===== config.mk =====
export PLATFORM = sky130hd
export DESIGN_NAME = bstp_tap
export DESIGN_NICKNAME = d
export VERILOG_FILES = /design/src/design/bstp_pkg.sv /design/src/design/bstp_sync.sv /design/src/design/bstp_tap.sv
export SDC_FILE = /design/constraint.sdc
export NUM_CORES = 1
export LEC_CHECK = 0
export BUFFER_PORTS_ARGS = -buffer_cell sky130_fd_sc_hd__buf_4
export CORE_MARGIN = 3
export CORE_UTILIZATION = 25
export DETAILED_ROUTE_END_ITERATION = 8
export SETUP_SLACK_MARGIN = 0.1
export SYNTH_ARGS = -nofsm -noshare
export SYNTH_HDL_FRONTEND = slang
export SYNTH_HIERARCHICAL = 1
export SYNTH_SLANG_ARGS = --single-unit

===== constraint.sdc =====
create_clock -name clock -period 4.8 [get_ports clock]
set_input_delay 0.24 -clock clock [delete_from_list [all_inputs] [get_ports clock]]
set_output_delay 0.24 -clock clock [all_outputs]
set_load 0.02 [all_outputs]

===== src/design/bstp_pkg.sv =====
package bstp_pkg;
	// tap controller states, standard binary encoding
	typedef enum logic [3:0] {
		BSTP_RESET      = 4'h0,
		BSTP_IDLE       = 4'h1,
		BSTP_SEL_DR     = 4'h2,
		BSTP_CAP_DR     = 4'h3,
		BSTP_SHIFT_DR   = 4'h4,
		BSTP_EXIT1_DR   = 4'h5,
		BSTP_PAUSE_DR   = 4'h6,
		BSTP_EXIT2_DR   = 4'h7,
		BSTP_UPD_DR     = 4'h8,
		BSTP_SEL_IR     = 4'h9,
		BSTP_CAP_IR     = 4'ha,
		BSTP_SHIFT_IR   = 4'hb,
		BSTP_EXIT1_IR   = 4'hc,
		BSTP_PAUSE_IR   = 4'hd,
		BSTP_EXIT2_IR   = 4'he,
		BSTP_UPD_IR     = 4'hf
	} bstp_state_t;

	localparam int          BSTP_IR_W     = 4;
	localparam int          BSTP_BSR_W    = 8;
	localparam int          BSTP_ID_W     = 32;
	// instruction codes
	localparam logic [3:0]  BSTP_INS_EXTEST  = 4'h0;
	localparam logic [3:0]  BSTP_INS_SAMPLE  = 4'h1;
	localparam logic [3:0]  BSTP_INS_IDCODE  = 4'h2;
	localparam logic [3:0]  BSTP_INS_BYPASS  = 4'hf;
	// capture pattern for the instruction register, low two bits fixed 01
	localparam logic [3:0]  BSTP_IR_CAPTURE  = 4'h1;
	localparam logic [3:0]  BSTP_IR_RESET    = BSTP_INS_IDCODE;
	// identity word: arbitrary value, lsb must be one
	localparam logic [31:0] BSTP_IDCODE      = 32'h1234_5679;
	localparam logic [7:0]  BSTP_BSR_RESET   = 8'h00;

	// one sampled set of link pins
	typedef struct packed {
		logic tck;
		logic tms;
		logic tdi;
		logic trst_n;
	} bstp_pins_t;
endpackage


===== src/design/bstp_sync.sv =====
`timescale 1ns/100ps
// two-stage synchroniser for the link pins; the first stage feeds only the second
module bstp_sync
	import bstp_pkg::*;
(
	input  wire logic       clock,
	input  wire logic       rst,
	input  wire bstp_pins_t pins,
	output bstp_pins_t      pins_sync
);
	bstp_pins_t meta_q;

	// reset to idle-high pins, clock low
	always_ff @(posedge clock) begin
		if (rst) begin
			meta_q    <= '{tck: 1'b0, tms: 1'b1, tdi: 1'b1, trst_n: 1'b1};
			pins_sync <= '{tck: 1'b0, tms: 1'b1, tdi: 1'b1, trst_n: 1'b1};
		end else begin
			meta_q    <= pins;
			pins_sync <= meta_q;
		end
	end
endmodule


===== src/design/bstp_tap.sv =====
`timescale 1ns/100ps
// Behaviour
// behaves as a standard boundary-scan access port
// tdi captured on rising test clock
// tdo changes only on falling test clock; rst and low trst clear tdo and tdo_oe at any time
// tms sampled on rising edge advances controller
// test reset returns controller to reset
// open tdi, tms, trst read as high
// unused test clock held low externally
// sixteen-state controller, low trst forces reset
module bstp_tap
	import bstp_pkg::*;
(
	input  wire logic                  clock,
	input  wire logic                  rst,
	input  wire logic                  tck,
	input  wire logic                  tms,
	input  wire logic                  tms_oe,
	input  wire logic                  tdi,
	input  wire logic                  tdi_oe,
	input  wire logic                  trst_n,
	input  wire logic                  trst_n_oe,
	input  wire logic [BSTP_BSR_W-1:0] pins_in,
	output logic                       tdo,
	output logic                       tdo_oe,
	output logic [BSTP_BSR_W-1:0]      pins_out,
	output logic                       test_mode
);
	bstp_pins_t        raw;
	bstp_pins_t        pin_s;
	logic              tck_prev_q;
	logic              rise;
	logic              fall;
	bstp_state_t       state_q;
	bstp_state_t       state_d;
	logic [BSTP_IR_W-1:0]  ir_sh_q;
	logic [BSTP_IR_W-1:0]  ir_q;
	logic [BSTP_BSR_W-1:0] bsr_sh_q;
	logic [BSTP_ID_W-1:0]  id_sh_q;
	logic                  byp_q;
	logic                  serial_out;
	logic [BSTP_BSR_W-1:0] pins_meta_q;
	logic [BSTP_BSR_W-1:0] pins_s_q;

	// undriven tms, tdi and trst inputs read high, as a pull-up would make them
	// the pull-up sits ahead of the synchroniser, so a released pin reaches logic as a clean high
	assign raw.tck    = tck;
	assign raw.tms    = tms_oe ? tms : 1'b1;
	assign raw.tdi    = tdi_oe ? tdi : 1'b1;
	assign raw.trst_n = trst_n_oe ? trst_n : 1'b1;

	bstp_sync u_sync (
		.clock     (clock),
		.rst       (rst),
		.pins      (raw),
		.pins_sync (pin_s)
	);

	// edge finder on the sampled test clock
	always_ff @(posedge clock) begin
		if (rst) begin
			tck_prev_q <= 1'b0;
		end else begin
			tck_prev_q <= pin_s.tck;
		end
	end
	// each pulse lasts one clock, so the registers below move once per test clock edge
	assign rise = pin_s.tck & ~tck_prev_q;
	assign fall = ~pin_s.tck & tck_prev_q;

	// device pins come from another domain, so two flops before the boundary capture
	always_ff @(posedge clock) begin
		if (rst) begin
			pins_meta_q <= BSTP_BSR_RESET;
			pins_s_q    <= BSTP_BSR_RESET;
		end else begin
			pins_meta_q <= pins_in;
			pins_s_q    <= pins_meta_q;
		end
	end

	// instruction decode, shared by the extest flag, the pin latches and tdo
	function automatic logic is_scan(input logic [BSTP_IR_W-1:0] ins, input logic [3:0] code);
		is_scan = (ins == code);
	endfunction

	// shift states are the only ones in which tdo is driven
	function automatic logic in_shift(input bstp_state_t st);
		in_shift = (st == BSTP_SHIFT_DR) || (st == BSTP_SHIFT_IR);
	endfunction

	// next-state logic of the sixteen-state controller
	always_comb begin
		state_d = state_q;
		case (state_q)
			BSTP_RESET:    state_d = pin_s.tms ? BSTP_RESET : BSTP_IDLE;
			BSTP_IDLE:     state_d = pin_s.tms ? BSTP_SEL_DR : BSTP_IDLE;
			BSTP_SEL_DR:   state_d = pin_s.tms ? BSTP_SEL_IR : BSTP_CAP_DR;
			BSTP_CAP_DR:   state_d = pin_s.tms ? BSTP_EXIT1_DR : BSTP_SHIFT_DR;
			BSTP_SHIFT_DR: state_d = pin_s.tms ? BSTP_EXIT1_DR : BSTP_SHIFT_DR;
			BSTP_EXIT1_DR: state_d = pin_s.tms ? BSTP_UPD_DR : BSTP_PAUSE_DR;
			BSTP_PAUSE_DR: state_d = pin_s.tms ? BSTP_EXIT2_DR : BSTP_PAUSE_DR;
			BSTP_EXIT2_DR: state_d = pin_s.tms ? BSTP_UPD_DR : BSTP_SHIFT_DR;
			BSTP_UPD_DR:   state_d = pin_s.tms ? BSTP_SEL_DR : BSTP_IDLE;
			BSTP_SEL_IR:   state_d = pin_s.tms ? BSTP_RESET : BSTP_CAP_IR;
			BSTP_CAP_IR:   state_d = pin_s.tms ? BSTP_EXIT1_IR : BSTP_SHIFT_IR;
			BSTP_SHIFT_IR: state_d = pin_s.tms ? BSTP_EXIT1_IR : BSTP_SHIFT_IR;
			BSTP_EXIT1_IR: state_d = pin_s.tms ? BSTP_UPD_IR : BSTP_PAUSE_IR;
			BSTP_PAUSE_IR: state_d = pin_s.tms ? BSTP_EXIT2_IR : BSTP_PAUSE_IR;
			BSTP_EXIT2_IR: state_d = pin_s.tms ? BSTP_UPD_IR : BSTP_SHIFT_IR;
			BSTP_UPD_IR:   state_d = pin_s.tms ? BSTP_SEL_DR : BSTP_IDLE;
			default:       state_d = BSTP_RESET;
		endcase
	end

	// controller advances on sampled rising test clock; trst wins over everything
	// trst acts a few clocks after the pin falls; no test clock edge can slip in meanwhile
	always_ff @(posedge clock) begin
		if (rst || !pin_s.trst_n) begin
			state_q <= BSTP_RESET;
		end else if (rise) begin
			state_q <= state_d;
		end
	end

	// instruction shifter: capture pattern, then tdi moves in from the top
	always_ff @(posedge clock) begin
		if (rst || !pin_s.trst_n || state_q == BSTP_RESET) begin
			ir_sh_q <= BSTP_IR_RESET;
		end else if (rise) begin
			if (state_q == BSTP_CAP_IR) begin
				ir_sh_q <= BSTP_IR_CAPTURE;
			end else if (state_q == BSTP_SHIFT_IR) begin
				ir_sh_q <= {pin_s.tdi, ir_sh_q[BSTP_IR_W-1:1]};
			end
		end
	end

	// active instruction; apart from reset loading idcode, only update-ir loads it, so a half-shifted code never acts
	always_ff @(posedge clock) begin
		if (rst || !pin_s.trst_n || state_q == BSTP_RESET) begin
			ir_q <= BSTP_IR_RESET;
		end else if (rise && state_q == BSTP_UPD_IR) begin
			ir_q <= ir_sh_q;
		end
	end

	// boundary shifter: captures the synchronised pin levels
	always_ff @(posedge clock) begin
		if (rst || !pin_s.trst_n) begin
			bsr_sh_q <= BSTP_BSR_RESET;
		end else if (rise) begin
			if (state_q == BSTP_CAP_DR) begin
				bsr_sh_q <= pins_s_q;
			end else if (state_q == BSTP_SHIFT_DR) begin
				bsr_sh_q <= {pin_s.tdi, bsr_sh_q[BSTP_BSR_W-1:1]};
			end
		end
	end

	// identity shifter: reloads the fixed word on every capture
	always_ff @(posedge clock) begin
		if (rst || !pin_s.trst_n) begin
			id_sh_q <= BSTP_IDCODE;
		end else if (rise) begin
			if (state_q == BSTP_CAP_DR) begin
				id_sh_q <= BSTP_IDCODE;
			end else if (state_q == BSTP_SHIFT_DR) begin
				id_sh_q <= {pin_s.tdi, id_sh_q[BSTP_ID_W-1:1]};
			end
		end
	end

	// bypass bit: captures zero, then delays tdi by one test clock
	always_ff @(posedge clock) begin
		if (rst || !pin_s.trst_n) begin
			byp_q <= 1'b0;
		end else if (rise) begin
			if (state_q == BSTP_CAP_DR) begin
				byp_q <= 1'b0;
			end else if (state_q == BSTP_SHIFT_DR) begin
				byp_q <= pin_s.tdi;
			end
		end
	end

	// extest flag; dropped in reset so the pins return to normal use at once
	always_ff @(posedge clock) begin
		if (rst || !pin_s.trst_n) begin
			test_mode <= 1'b0;
		end else begin
			test_mode <= is_scan(ir_q, BSTP_INS_EXTEST) && state_q != BSTP_RESET;
		end
	end

	// boundary update latches take new pin values only while extest is loaded, and hold them otherwise until rst or trst clears them
	always_ff @(posedge clock) begin
		if (rst || !pin_s.trst_n) begin
			pins_out <= BSTP_BSR_RESET;
		end else if (rise && state_q == BSTP_UPD_DR && is_scan(ir_q, BSTP_INS_EXTEST)) begin
			pins_out <= bsr_sh_q;
		end
	end

	// selected serial bit; unknown instructions fall to bypass
	always_comb begin
		serial_out = byp_q;
		if (state_q == BSTP_SHIFT_IR) begin
			serial_out = ir_sh_q[0];
		end else if (is_scan(ir_q, BSTP_INS_IDCODE)) begin
			serial_out = id_sh_q[0];
		end else if (is_scan(ir_q, BSTP_INS_EXTEST) || is_scan(ir_q, BSTP_INS_SAMPLE)) begin
			serial_out = bsr_sh_q[0];
		end
	end

	// output retimed on falling test clock so the tester samples a stable bit
	// the tester takes the bit at the next rise, so the synchroniser delay comes out of the low phase
	always_ff @(posedge clock) begin
		if (rst || !pin_s.trst_n) begin
			tdo    <= 1'b0;
			tdo_oe <= 1'b0;
		end else if (fall) begin
			tdo    <= serial_out;
			tdo_oe <= in_shift(state_q);
		end
	end
endmodule


# Word level (Yosys, flattened, before mapping)
# Index checks and enable logic that the tools add are counted.
[totals]
register_bits = 89
input_bits = 17
wordCells = 91
[classes]
n_eq_ne = 17
mux = 24
n_bitwise = 7
reduce_logical = 22
[op_table]
columns = ["op", "n"]
rows = [
  ["32-bit 2-to-1 mux", 2],
  ["4-bit one-hot mux with 12 select lines", 1],
  ["4-bit == test (second input constant)", 8],
  ["4-bit 2-to-1 mux", 6],
  ["4-bit by 3-bit == test with 1-bit output (second input constant)", 4],
  ["8-bit 2-to-1 mux", 2],
  ["4-bit by 2-bit == test with 1-bit output (second input constant)", 3],
  ["2-bit OR reduction", 5],
  ["4-bit by 1-bit == test with 1-bit output (second input constant)", 2],
  ["4-bit logical NOT", 2],
  ["1-bit 2-to-1 mux", 8],
  ["2-bit 2-to-1 mux", 3],
  ["3-bit 2-to-1 mux", 2],
  ["1-bit NOT", 5],
  ["1-bit logical AND", 4],
  ["1-bit logical OR", 4],
  ["2-bit AND reduction", 2],
  ["2-bit nonzero test", 2],
  ["4-bit nonzero test", 1],
  ["3-bit OR reduction", 1],
  ["1-bit bitwise AND", 2],
  ["1-bit logical NOT", 1],
]

# Longest topological paths before layout
# Gate-level depths: netlist of run 1.
[depth]
word_depth = 5
mapped_depth = 7
depth_no_buf = 4

# Cells and area by module
# Netlist of run 1, hierarchy kept.
[by_module_without_submodules]
columns = ["mod", "instances", "cells_per_inst", "area_per_inst_um2", "seq_area_each_um2"]
rows = [
  ["bstp_tap", 1, 356, 3120.5, 1601.5],
  ["bstp_sync", 1, 16, 210.2, 160.2],
]

# Least setup slack after synthesis of run 1
# OpenSTA, ideal clock, no wires.
[synth_timing]
kind = "register to register"
start = "register state_q[2]"
end = "register id_sh_q[0]"
setup_time_ns = 0.114
arrival_time_ns = 1.700
required_ns = 4.686
path_slack_ns = 2.986
stages_incl_launch_ff = 7
n_path_buf = 2
synth_period_minus_slack_ns = 1.814
path_cell_list = "dfxtp_1 buf_4 or3b_4 a211o_1 buf_2 or3_1 a21o_1"
[synth_via]
elab_chain_cells = 3
[synth_lines]
columns = ["item", "line", "rtl"]
rows = [
  ["start: declaration", "bstp_tap.sv:34", "bstp_state_t state_q;"],
  ["start signal: assignment", "bstp_tap.sv:122", "state_q <= state_d;"],
  ["4-bit by 2-bit == test with 1-bit output / 4-bit by 3-bit == test with 1-bit output (equally long branches)", "bstp_tap.sv:166, bstp_tap.sv:168", ""],
  ["2-bit nonzero test (no line)", "n/a", ""],
  ["2-bit AND reduction (no line)", "n/a", ""],
  ["end signal: assignment", "bstp_tap.sv:169", "id_sh_q <= {pin_s.tdi, id_sh_q[BSTP_ID_W-1:1]};"],
  ["end: declaration", "bstp_tap.sv:39", "logic [BSTP_ID_W-1:0] id_sh_q;"],
]
# Parallel ways exist; a longest one is shown, timed or not.
# A chain may end at the register's enable or synchronous reset.

# Worst setup path after layout of run 1
# Same ends and word-level chain as after synthesis.

==> out/metrics.yaml, run 1 <==
status: "completed"
leakage_uw: 0.00142
rsz0062_at_grt: "no"
crit_arrival_ns: 2.82
cp-start-kind: "flop"
synthesis.nets: 389
grt_start_max_net_pins: 46
cts_made_buffers: 9
ios: 28
ys_ff_latch: 88
rows: 41
initial_core_util: 0.260
worstPathRequired_ns: 5.03
wl_mm: 6.49
hold_path_class: "in2reg"
final_cell_mix: "88 x dfxtp_1, 39 x nand2_1, 34 x nor2_1"
hold_viol: 0
grt_pass1_wl_mm: 11.3
rr_worst_depth: 4
clk_latency_ns: 0.34
rr_startpoint: "state_q[2]"
tns_ns: 0
worstHoldStart: "pins_in[4]"
cts_tree: "yes"
drc: 0
htree_num_levels: 3
period_needed_ns: 2.59
hold_buffers: 0
gr-total-overflow: 0
cap_violations: 0
first_iter_violations: 100
worst_slew_pin_slew_ns: 0.999
grt_pass1_vias: 2424
fin_worst_skew_ns: 0.00630
clk_pin_slew_ns: 0.07
ctsLongestPathBuffers: 2
antenna_found_initial: 0
async_reset_ff_frac: 0
cts_resized: 0
wl_per_cell_um: 11.6
netlist_area_um2: 3330
crit_path_end_kind: "flop"
p_per_area_nw_per_um2: 399
gp_congestion: 0.805
firstDrtPassIters: 4
die_w_um: 121
antennaDiodeCount: 0
max_freq_mhz: 385
core-area_um2: 12800
clock-sinks: 88
hold_depth: 2
setup_viol: 0
die_height_um: 121
synth_seq_area_share: 0.529
portBuffers: 27
vias: 2529
final_common_cell: "dfxtp_1"
cts-root-buf: "clkbuf_16"
finish.instance_area_um2: 4000
place_hpwl_mm: 3.96
ys_types: 45
irDropWorstVdd_v: 0.000244
synth_edf_count: 0
drive_gt1_frac: 0.131
dieArea_um2: 14700
syn_to_final_growth_pct: 20.1
netlist_instances: 372
grt.total_usage: 0.0928
ys_warn_count: 6
place_area_um2: 3650
holdPathEnd: "pins_meta_q[4]"
crit_fanout: 34
slew_headroom: 0.334
cts_setup_buffers: 0
path_class: "reg2reg"
finalCritPeriodShare: 0.540
vias_per_cell: 4.51
avgSynthCellArea_um2: 8.95
r2r-end: "id_sh_q[0]"
slew_violations: 0
regToRegSetupSlack_ns: 2.21
ant_nets: 0
fin_nets: 401
synth_flop_cell: "dfxtp_1"
cells by family (layout without fill, tap and decap cells):
group | Yosys count | after routing | share of synthesized area
buffers and inverters | 36 | 53 | 0.0466
and+or+nand+nor | 158 | 158 | 0.234
xor gates and xnor gates | 2 | 2 | 0.00526
muxes | 12 | 12 | 0.0361
AOI/OAI and AO/OA | 76 | 76 | 0.149
DFF | 88 | 88 | 0.529
sequential cells by signal (all words and copies together) (netlist names), 4 cells and up:
register          cells
bsr_sh_q              8
id_sh_q              32
ir_q                  4
ir_sh_q               4
pins_meta_q           8
pins_out              8
pins_s_q              8
state_q               4
u_sync/meta_q         4
u_sync/pins_sync      4
power breakdown:
group | total (uW) | switching (uW) | internal [uW]
logic | 40.1 | 20.8 | 19.3
clock network | 810 | 295 | 516
registers | 745 | 5.18 | 740
through the flow:
| step | instances | setup WS [ns] | hold WS [ns] | utilization | power [uW] |
|---|---|---|---|---|---|
| 2_1_floorplan | 372 | 2.99 | 0.312 | - | 784 |
| 3_3_place_gp | 545 | 2.29 | 0.386 | 0.284 | 801 |
| 3_5_place_dp | 545 | 2.21 | 0.389 | 0.284 | 802 |
| 4_1_cts | 561 | 2.21 | 0.101 | 0.312 | 1610 |
| 5_1_grt | 561 | 2.05 | 0.0991 | 0.312 | 1650 |
| 6_report | 561 | 2.21 | 0.109 | 0.312 | 1600 |
worst max path at each step:
stage	from	endpoint	slack (ns)	cells past startpoint
2_1_floorplan	state_q[2]	id_sh_q[0]	2.99	6
3_3_place_gp	state_q[2]	id_sh_q[0]	2.29	4
3_5_place_dp	state_q[2]	id_sh_q[0]	2.21	4
4_1_cts	state_q[2]	id_sh_q[0]	2.21	4
5_1_grt	state_q[2]	id_sh_q[0]	2.05	4
6_report	state_q[2]	id_sh_q[0]	2.21	4
cells in the mapped netlist (all sizes together), types with 2 or more instances:
library cell,n,area [um^2]
dfxtp,88,1760
nand2,39,146
nor2,34,128
nor2b,24,150
a21oi,22,110
clkbuf,22,82.6
o21ai,21,105
nand3,20,100
nor3,16,80.1
mux2i,12,120
a311oi,8,70.1
buf,8,50.0
or2,7,43.8
inv,6,22.5
nand2b,6,37.5
a31oi,5,31.3
a211oi,3,35.0
nand4,3,18.8
a211o,2,17.5
a22oi,2,15.0
o211ai,2,15.0
o41ai,2,17.5
or3,2,12.5
xnor2,2,17.5
worst max-delay path: stages, from the launching register on:
cell and delay, ns:
dfxtp_1 0.70, or3b_4 0.47, a211o_1 0.64, or3_1 0.50, a21o_1 0.18
layer usage:
metal / vias to the layer above / GRT usage / share of wire
met4: 0 / 0.0392 / 0.016
met3: 11 / 0.0261 / 0.036
met1: 1171 / 0.119 / 0.49
met5: - / 0 / 0
met2: 37 / 0.146 / 0.46
li1: 1310 / - / -
cell type report:
| class | instances | area, um^2 |
|---|---|---|
| fill | 1350 | 8830 |
| sequential | 88 | 1760 |
| multi-input combinational | 248 | 1410 |
| timing repair buffer | 31 | 233 |
| clock buffer | 9 | 225 |
| tap | 172 | 215 |
| clock inverter | 7 | 128 |
| inverter | 6 | 22.5 |
Power figures use the tool's default switching activity.
==> run 2, diff against run 1 <==
--- a/config.mk
+++ b/config.mk
@@ -5,6 +5,7 @@
 export SDC_FILE = /design/constraint.sdc
 export NUM_CORES = 1
 export LEC_CHECK = 0
+export ABC_AREA = 1
 export BUFFER_PORTS_ARGS = -buffer_cell sky130_fd_sc_hd__buf_4
 export CORE_MARGIN = 3
 export CORE_UTILIZATION = 25
==> constraint.sdc (replaced) <==
create_clock -name clock -period 2.6 [get_ports clock]
set_input_delay 0.13 -clock clock [delete_from_list [all_inputs] [get_ports clock]]
set_output_delay 0.13 -clock clock [all_outputs]
set_load 0.02 [all_outputs]
==> run 2 against run 1 <==
Net effect:
- sequential share of layout area shrank 1.9 points
- register-to-register slack got worse by 1.6 ns
- flip-flop and latch count unchanged
- clock skew is 0.0038 ns lower
- utilization shrank 0.12 points
- setup slack got worse by 1.6 ns
- die area is 4.6% higher
- critical endpoint is now bsr_sh_q[1]
==> out/metrics.yaml, run 2 <==
status: "completed"
wl_mm: 7.26
p_sw_frac: 0.207
regMostFlops: "id_sh_q"
place_area_um2: 3820
rr_worst_depth: 8
rsz0062_at_grt: "no"
tns_ns: 0
crit_arrival_ns: 2.20
synth_common_cells: "95 x nand2_1, 88 x dfxtp_1, 53 x inv_1, 47 x a21oi_1, 47 x nor2_1"
antenna_found_initial: 0
yosys.cell_count.top_type: "nand2_1"
netlist_area_um2: 3490
drc: 0
synth_flop_cell: "dfxtp_1"
crit_path_end_kind: "flop"
setup_viol: 0
combPwrFrac: 0.034
p_seq_frac: 0.502
finish.instance_area_um2: 4180
die_height_um: 124
fin_nets: 499
rows: 42
max_freq_mhz: 512
hold_path_class: "in2reg"
synth_seq_area_share: 0.504
dieArea_um2: 15400
ys_ff_latch: 88
grt_start_max_net_pins: 49
finalCritPeriodShare: 0.751
synth_area_leaders: "dfxtp_1 50%, nand2_1 10%, a21oi_1 6.7%"
yosys.area.top_type: "dfxtp_1"
p_per_area_nw_per_um2: 655
period_needed_ns: 1.95
synthDominantCellAreaShare: 0.504
final_common_cell: "nand2_1"
hold_viol: 0
async_reset_ff_frac: 0
portBuffers: 27
largest_register_ffs: 32
p_switching_uw: 565
wl_per_cell_um: 10.9
slew_violations: 0
crit_fanout: 48
cts_made_buffers: 9
core-area_um2: 13500
grt_pass1_wl_mm: 12.6
initial_core_util: 0.260
slew_headroom: 0.703
p_int_uw: 2170
cts_setup_buffers: 0
clk_pin_slew_ns: 0.06
avgSynthCellArea_um2: 7.69
gp_congestion: 0.778
r2r-end: "bsr_sh_q[1]"
worstSetupStartpoint: "state_q[1]"
vias_per_cell: 4.34
use_met1: 0.121
ctsLongestPathBuffers: 2
pwr-share-clk: 0.464
antennaDiodeCount: 0
grt_pass1_vias: 2785
cts_tree: "yes"
netlist_instances: 454
gr-total-overflow: 0
first_iter_violations: 140
busiest_layer: "met2"
cts-root-buf: "clkbuf_16"
ys_warn_count: 6
htree_num_levels: 3
cp-start-kind: "flop"
ant_nets: 0
cts_resized: 0
nFillCells: 1450
vias: 2878
fin_worst_skew_ns: 0.00250
firstDrtPassIters: 4
synthesis.nets: 471
worstPathRequired_ns: 2.85
ios: 28
drive_gt1_frac: 0.154
synth_edf_count: 0
die_w_um: 124
clock-sinks: 88
path_class: "reg2reg"
final_cell_mix: "95 x nand2_1, 88 x dfxtp_1, 53 x inv_1"
crit_end: "bsr_sh_q[1]"
cap_violations: 0
ys_types: 30
leakage_uw: 0.00172
grt.total_usage: 0.0957
grt_use_met2: 0.155
regToRegSetupSlack_ns: 0.65
irDropWorstVdd_v: 0.000364
grt_use_met3: 0.0185
clk_latency_ns: 0.33
worst_slew_pin_slew_ns: 0.445
rr_startpoint: "state_q[1]"
place_hpwl_mm: 4.81
syn_to_final_growth_pct: 19.6
[run 2: layout make-up]
type,count,area [um^2],area share
Sequential cell,88,1760,0.422
Multi-Input combinational cell,286,1380,0.330
Timing Repair Buffer,37,293,0.0701
Clock buffer,10,239,0.0572
Inverter,60,228,0.0545
Tap cell,176,220,0.0527
Clock inverter,6,58.8,0.0141
[run 2: power by group through the flow]
stage / combinational (uW) / sequential (uW) / clock, uW
finish: 93.2 / 1370 / 1270
global route: 106 / 1370 / 1370
CTS: 93.9 / 1370 / 1300
detailed placement: 86.6 / 1400 / 0
global placement: 84.3 / 1400 / 0
floorplan: 51.3 / 1400 / 0
[run 2: kinds of logic after synthesis]
family                 Yosys count  share of synthesized area
AO/OA/AOI/OAI                  106                      0.167
buffers and inverters           80                      0.101
flip-flops                      88                      0.504
AND/OR/NAND/NOR                180                      0.228
[run 2: metal layers]
| metal | routed length, um | share of wire |
|---|---|---|
| met5 | 0 | 0 |
| met4 | 133 | 0.018 |
| met3 | 217 | 0.030 |
| met2 | 3370 | 0.46 |
| met1 | 3530 | 0.49 |
[run 2: repair_timing]
item | CTS | global route
hold buffers | 6 | 0
setup endpoints to repair | 0 | 0
endpoints found under the hold margin | 6 | 0
[run 2: worst min-delay path by stage]
stage	end	cells past startpoint	startpoint
floorplan	u_sync/meta_q[3]	1	rst
global placement	pins_meta_q[5]	3	pins_in[5]
detailed placement	pins_meta_q[0]	3	pins_in[0]
CTS	pins_meta_q[1]	3	pins_in[1]
global route	pins_meta_q[3]	3	pins_in[3]
finish	pins_meta_q[3]	3	pins_in[3]
[run 2: per-stage QoR]
| stage | util | hold WS, ns | worst slack, ns | cells | total power, uW |
|---|---|---|---|---|---|
| after global placement | 0.284 | 0.330 | 0.813 | 641 | 1490 |
| after global routing | 0.311 | 0.0340 | 0.452 | 663 | 2850 |
| after detailed placement | 0.284 | 0.338 | 0.736 | 641 | 1490 |
| after CTS | 0.311 | 0.00657 | 0.682 | 663 | 2770 |
| final | 0.311 | 0.0122 | 0.648 | 663 | 2740 |
| after floorplan | - | 0.201 | 1.22 | 454 | 1450 |
[run 2: critical path, cell delays in order, from the launching register on]
cell,delay (ns)
dfxtp_1,0.47
nand2_1,0.13
inv_2,0.10
nand2_4,0.06
nand2_2,0.10
nand2_4,0.21
inv_4,0.43
o21ai_0,0.17
a31oi_1,0.17
==> run 3, diff against run 2 <==
==> constraint.sdc (replaced) <==
create_clock -name clock -period 1.8 [get_ports clock]
set_input_delay 0.09 -clock clock [delete_from_list [all_inputs] [get_ports clock]]
set_output_delay 0.09 -clock clock [all_outputs]
set_load 0.02 [all_outputs]
==> run 3 against run 2 <==
Net effect:
- clock power grew 43%
- highest routed layer unchanged
- sequential share of layout area shrank 0.83 points
- utilization grew 0.69 points
- critical path type unchanged
- first-iteration DRC count grew 20%
- largest cell class unchanged
- largest power group unchanged
- worst hold slack lost 0.0024 ns
==> out/metrics.yaml, run 3 (same netlist as run 2, synthesis figures left out) <==
period_needed_ns: 1.57
p_switching_uw: 836
setup_viol: 0
dieArea_um2: 15400
rows: 42
worst_slew_pin_slew_ns: 0.423
vias_per_cell: 4.32
cp-start-kind: "flop"
crit_fanout: 10
gp_congestion: 0.859
rr_worst_depth: 7
cts_made_buffers: 9
ctsLongestPathBuffers: 2
antennaDiodeCount: 0
die_height_um: 124
first_iter_violations: 168
max_freq_mhz: 638
placed_cells: 644
crit_arrival_ns: 1.79
vias: 2906
cts-root-buf: "clkbuf_16"
final_common_cell: "nand2_1"
antenna_found_initial: 0
portBuffers: 27
slew_violations: 0
ant_nets: 0
rr_startpoint: "state_q[3]"
finalCritPeriodShare: 0.870
die_w_um: 124
hold_path_class: "in2reg"
status: "completed"
cts_tree: "yes"
worstPathRequired_ns: 2.02
p_int_uw: 3110
core-area_um2: 13500
largest_register_ffs: 32
crit_path_end_kind: "flop"
clk_pin_slew_ns: 0.06
irDropWorstVdd_v: 0.000416
p_per_area_nw_per_um2: 925
drive_gt1_frac: 0.169
r2r-end: "pins_out[2]"
hold_viol: 0
firstDrtPassIters: 4
initial_core_util: 0.260
nFillCells: 1465
worstHoldStart: "tdi_oe"
path_class: "reg2reg"
regToRegSetupSlack_ns: 0.23
grt_pass1_wl_mm: 12.6
grt_pass1_vias: 2744
holdPathEnd: "u_sync/meta_q[1]"
drc: 0
grt_start_max_net_pins: 49
hold_depth: 4
tns_ns: 0
final_cells: 672
syn_to_final_growth_pct: 22.3
p_sw_frac: 0.212
clk_latency_ns: 0.34
p_seq_frac: 0.502
place_hpwl_mm: 4.77
cap_violations: 0
clock-sinks: 88
fin_worst_skew_ns: 0.0118
regMostFlops: "id_sh_q"
wl_per_cell_um: 10.9
leakage_uw: 0.00176
htree_num_levels: 3
ios: 28
gr-total-overflow: 0
slew_headroom: 0.718
combPwrFrac: 0.037
wl_mm: 7.33
rsz0062_at_grt: "yes"
grt.total_usage: 0.0972
fin_nets: 509
pwr-share-clk: 0.460
final_cell_mix: "95 x nand2_1, 85 x dfxtp_1, 53 x inv_1"
## run 3: cell types whose count changed in the layout (fill, tap and decap cells not counted), sizes merged
cell | previous run | this run
clkinvlp | 0 | 2
buf | 31 | 38
dlygate4sd3 | 6 | 9
clkbuf | 10 | 9
inv | 58 | 60
clkinv | 7 | 3
## run 3: how the worst max path moves through the flow
stage                         from           to  cells after the start
2_1_floorplan           state_q[1]   id_sh_q[0]                     11
3_3_place_gp   u_sync/pins_sync[3]  pins_out[1]                      7
3_5_place_dp   u_sync/pins_sync[3]  pins_out[5]                      7
4_1_cts                 state_q[3]  pins_out[2]                      7
5_1_grt                 state_q[0]  bsr_sh_q[0]                      7
6_report                state_q[3]  pins_out[2]                      7
## run 3: through the flow
stage                      util  hold WS (ns)  power, uW  setup WS, ns  area [um^2]
after floorplan               -         0.161       2100         0.421         3490
after global placement    0.286         0.289       2150        0.0189         3840
after detailed placement  0.286         0.298       2160        0.0230         3840
after CTS                 0.315       0.00533       3980         0.122         4240
after global routing      0.318        0.0305       4110        0.0812         4270
final                     0.318       0.00972       3950         0.233         4270
## run 3: power by group through the flow
stage	registers, uW	logic (uW)	clock network (uW)
final	1980	147	1820
after global routing	1990	167	1950
after CTS	1980	144	1860
after detailed placement	2030	127	0
after global placement	2030	126	0
after floorplan	2030	74.1	0
## run 3: cell type report
class	count	area (um^2)	share of cell area
flip-flops and latches	88	1770	0.413
repair buffers	47	379	0.0888
multi-input cells	286	1380	0.323
inverters	60	235	0.0551
clock buffers	9	225	0.0527
clock inverters	6	67.6	0.0158
well taps	176	220	0.0516
## run 3: critical path, cell delays in order (launching register included)
cell	delay, ns
dfxtp_2	0.39
inv_1	0.08
nor2_2	0.20
nand2_1	0.16
inv_4	0.16
nand2_2	0.15
o21ai_0	0.25
nor2_1	0.06
## run 3: timing repair
action	in CTS	in global routing
gates resized for setup	2	5
buffers inserted	1	3
hold buffers	9	0
endpoints found under the setup margin	11	47
pin swaps	1	1
hold endpoints to repair	9	0
## run 3: layer usage
metal | track usage | vias up | wire length, um
li1 | - | 1530 | -
met2 | 0.157 | 52 | 3460
met3 | 0.0223 | 12 | 316
met5 | 0 | - | 0
met1 | 0.124 | 1312 | 3420
met4 | 0.0432 | 0 | 133
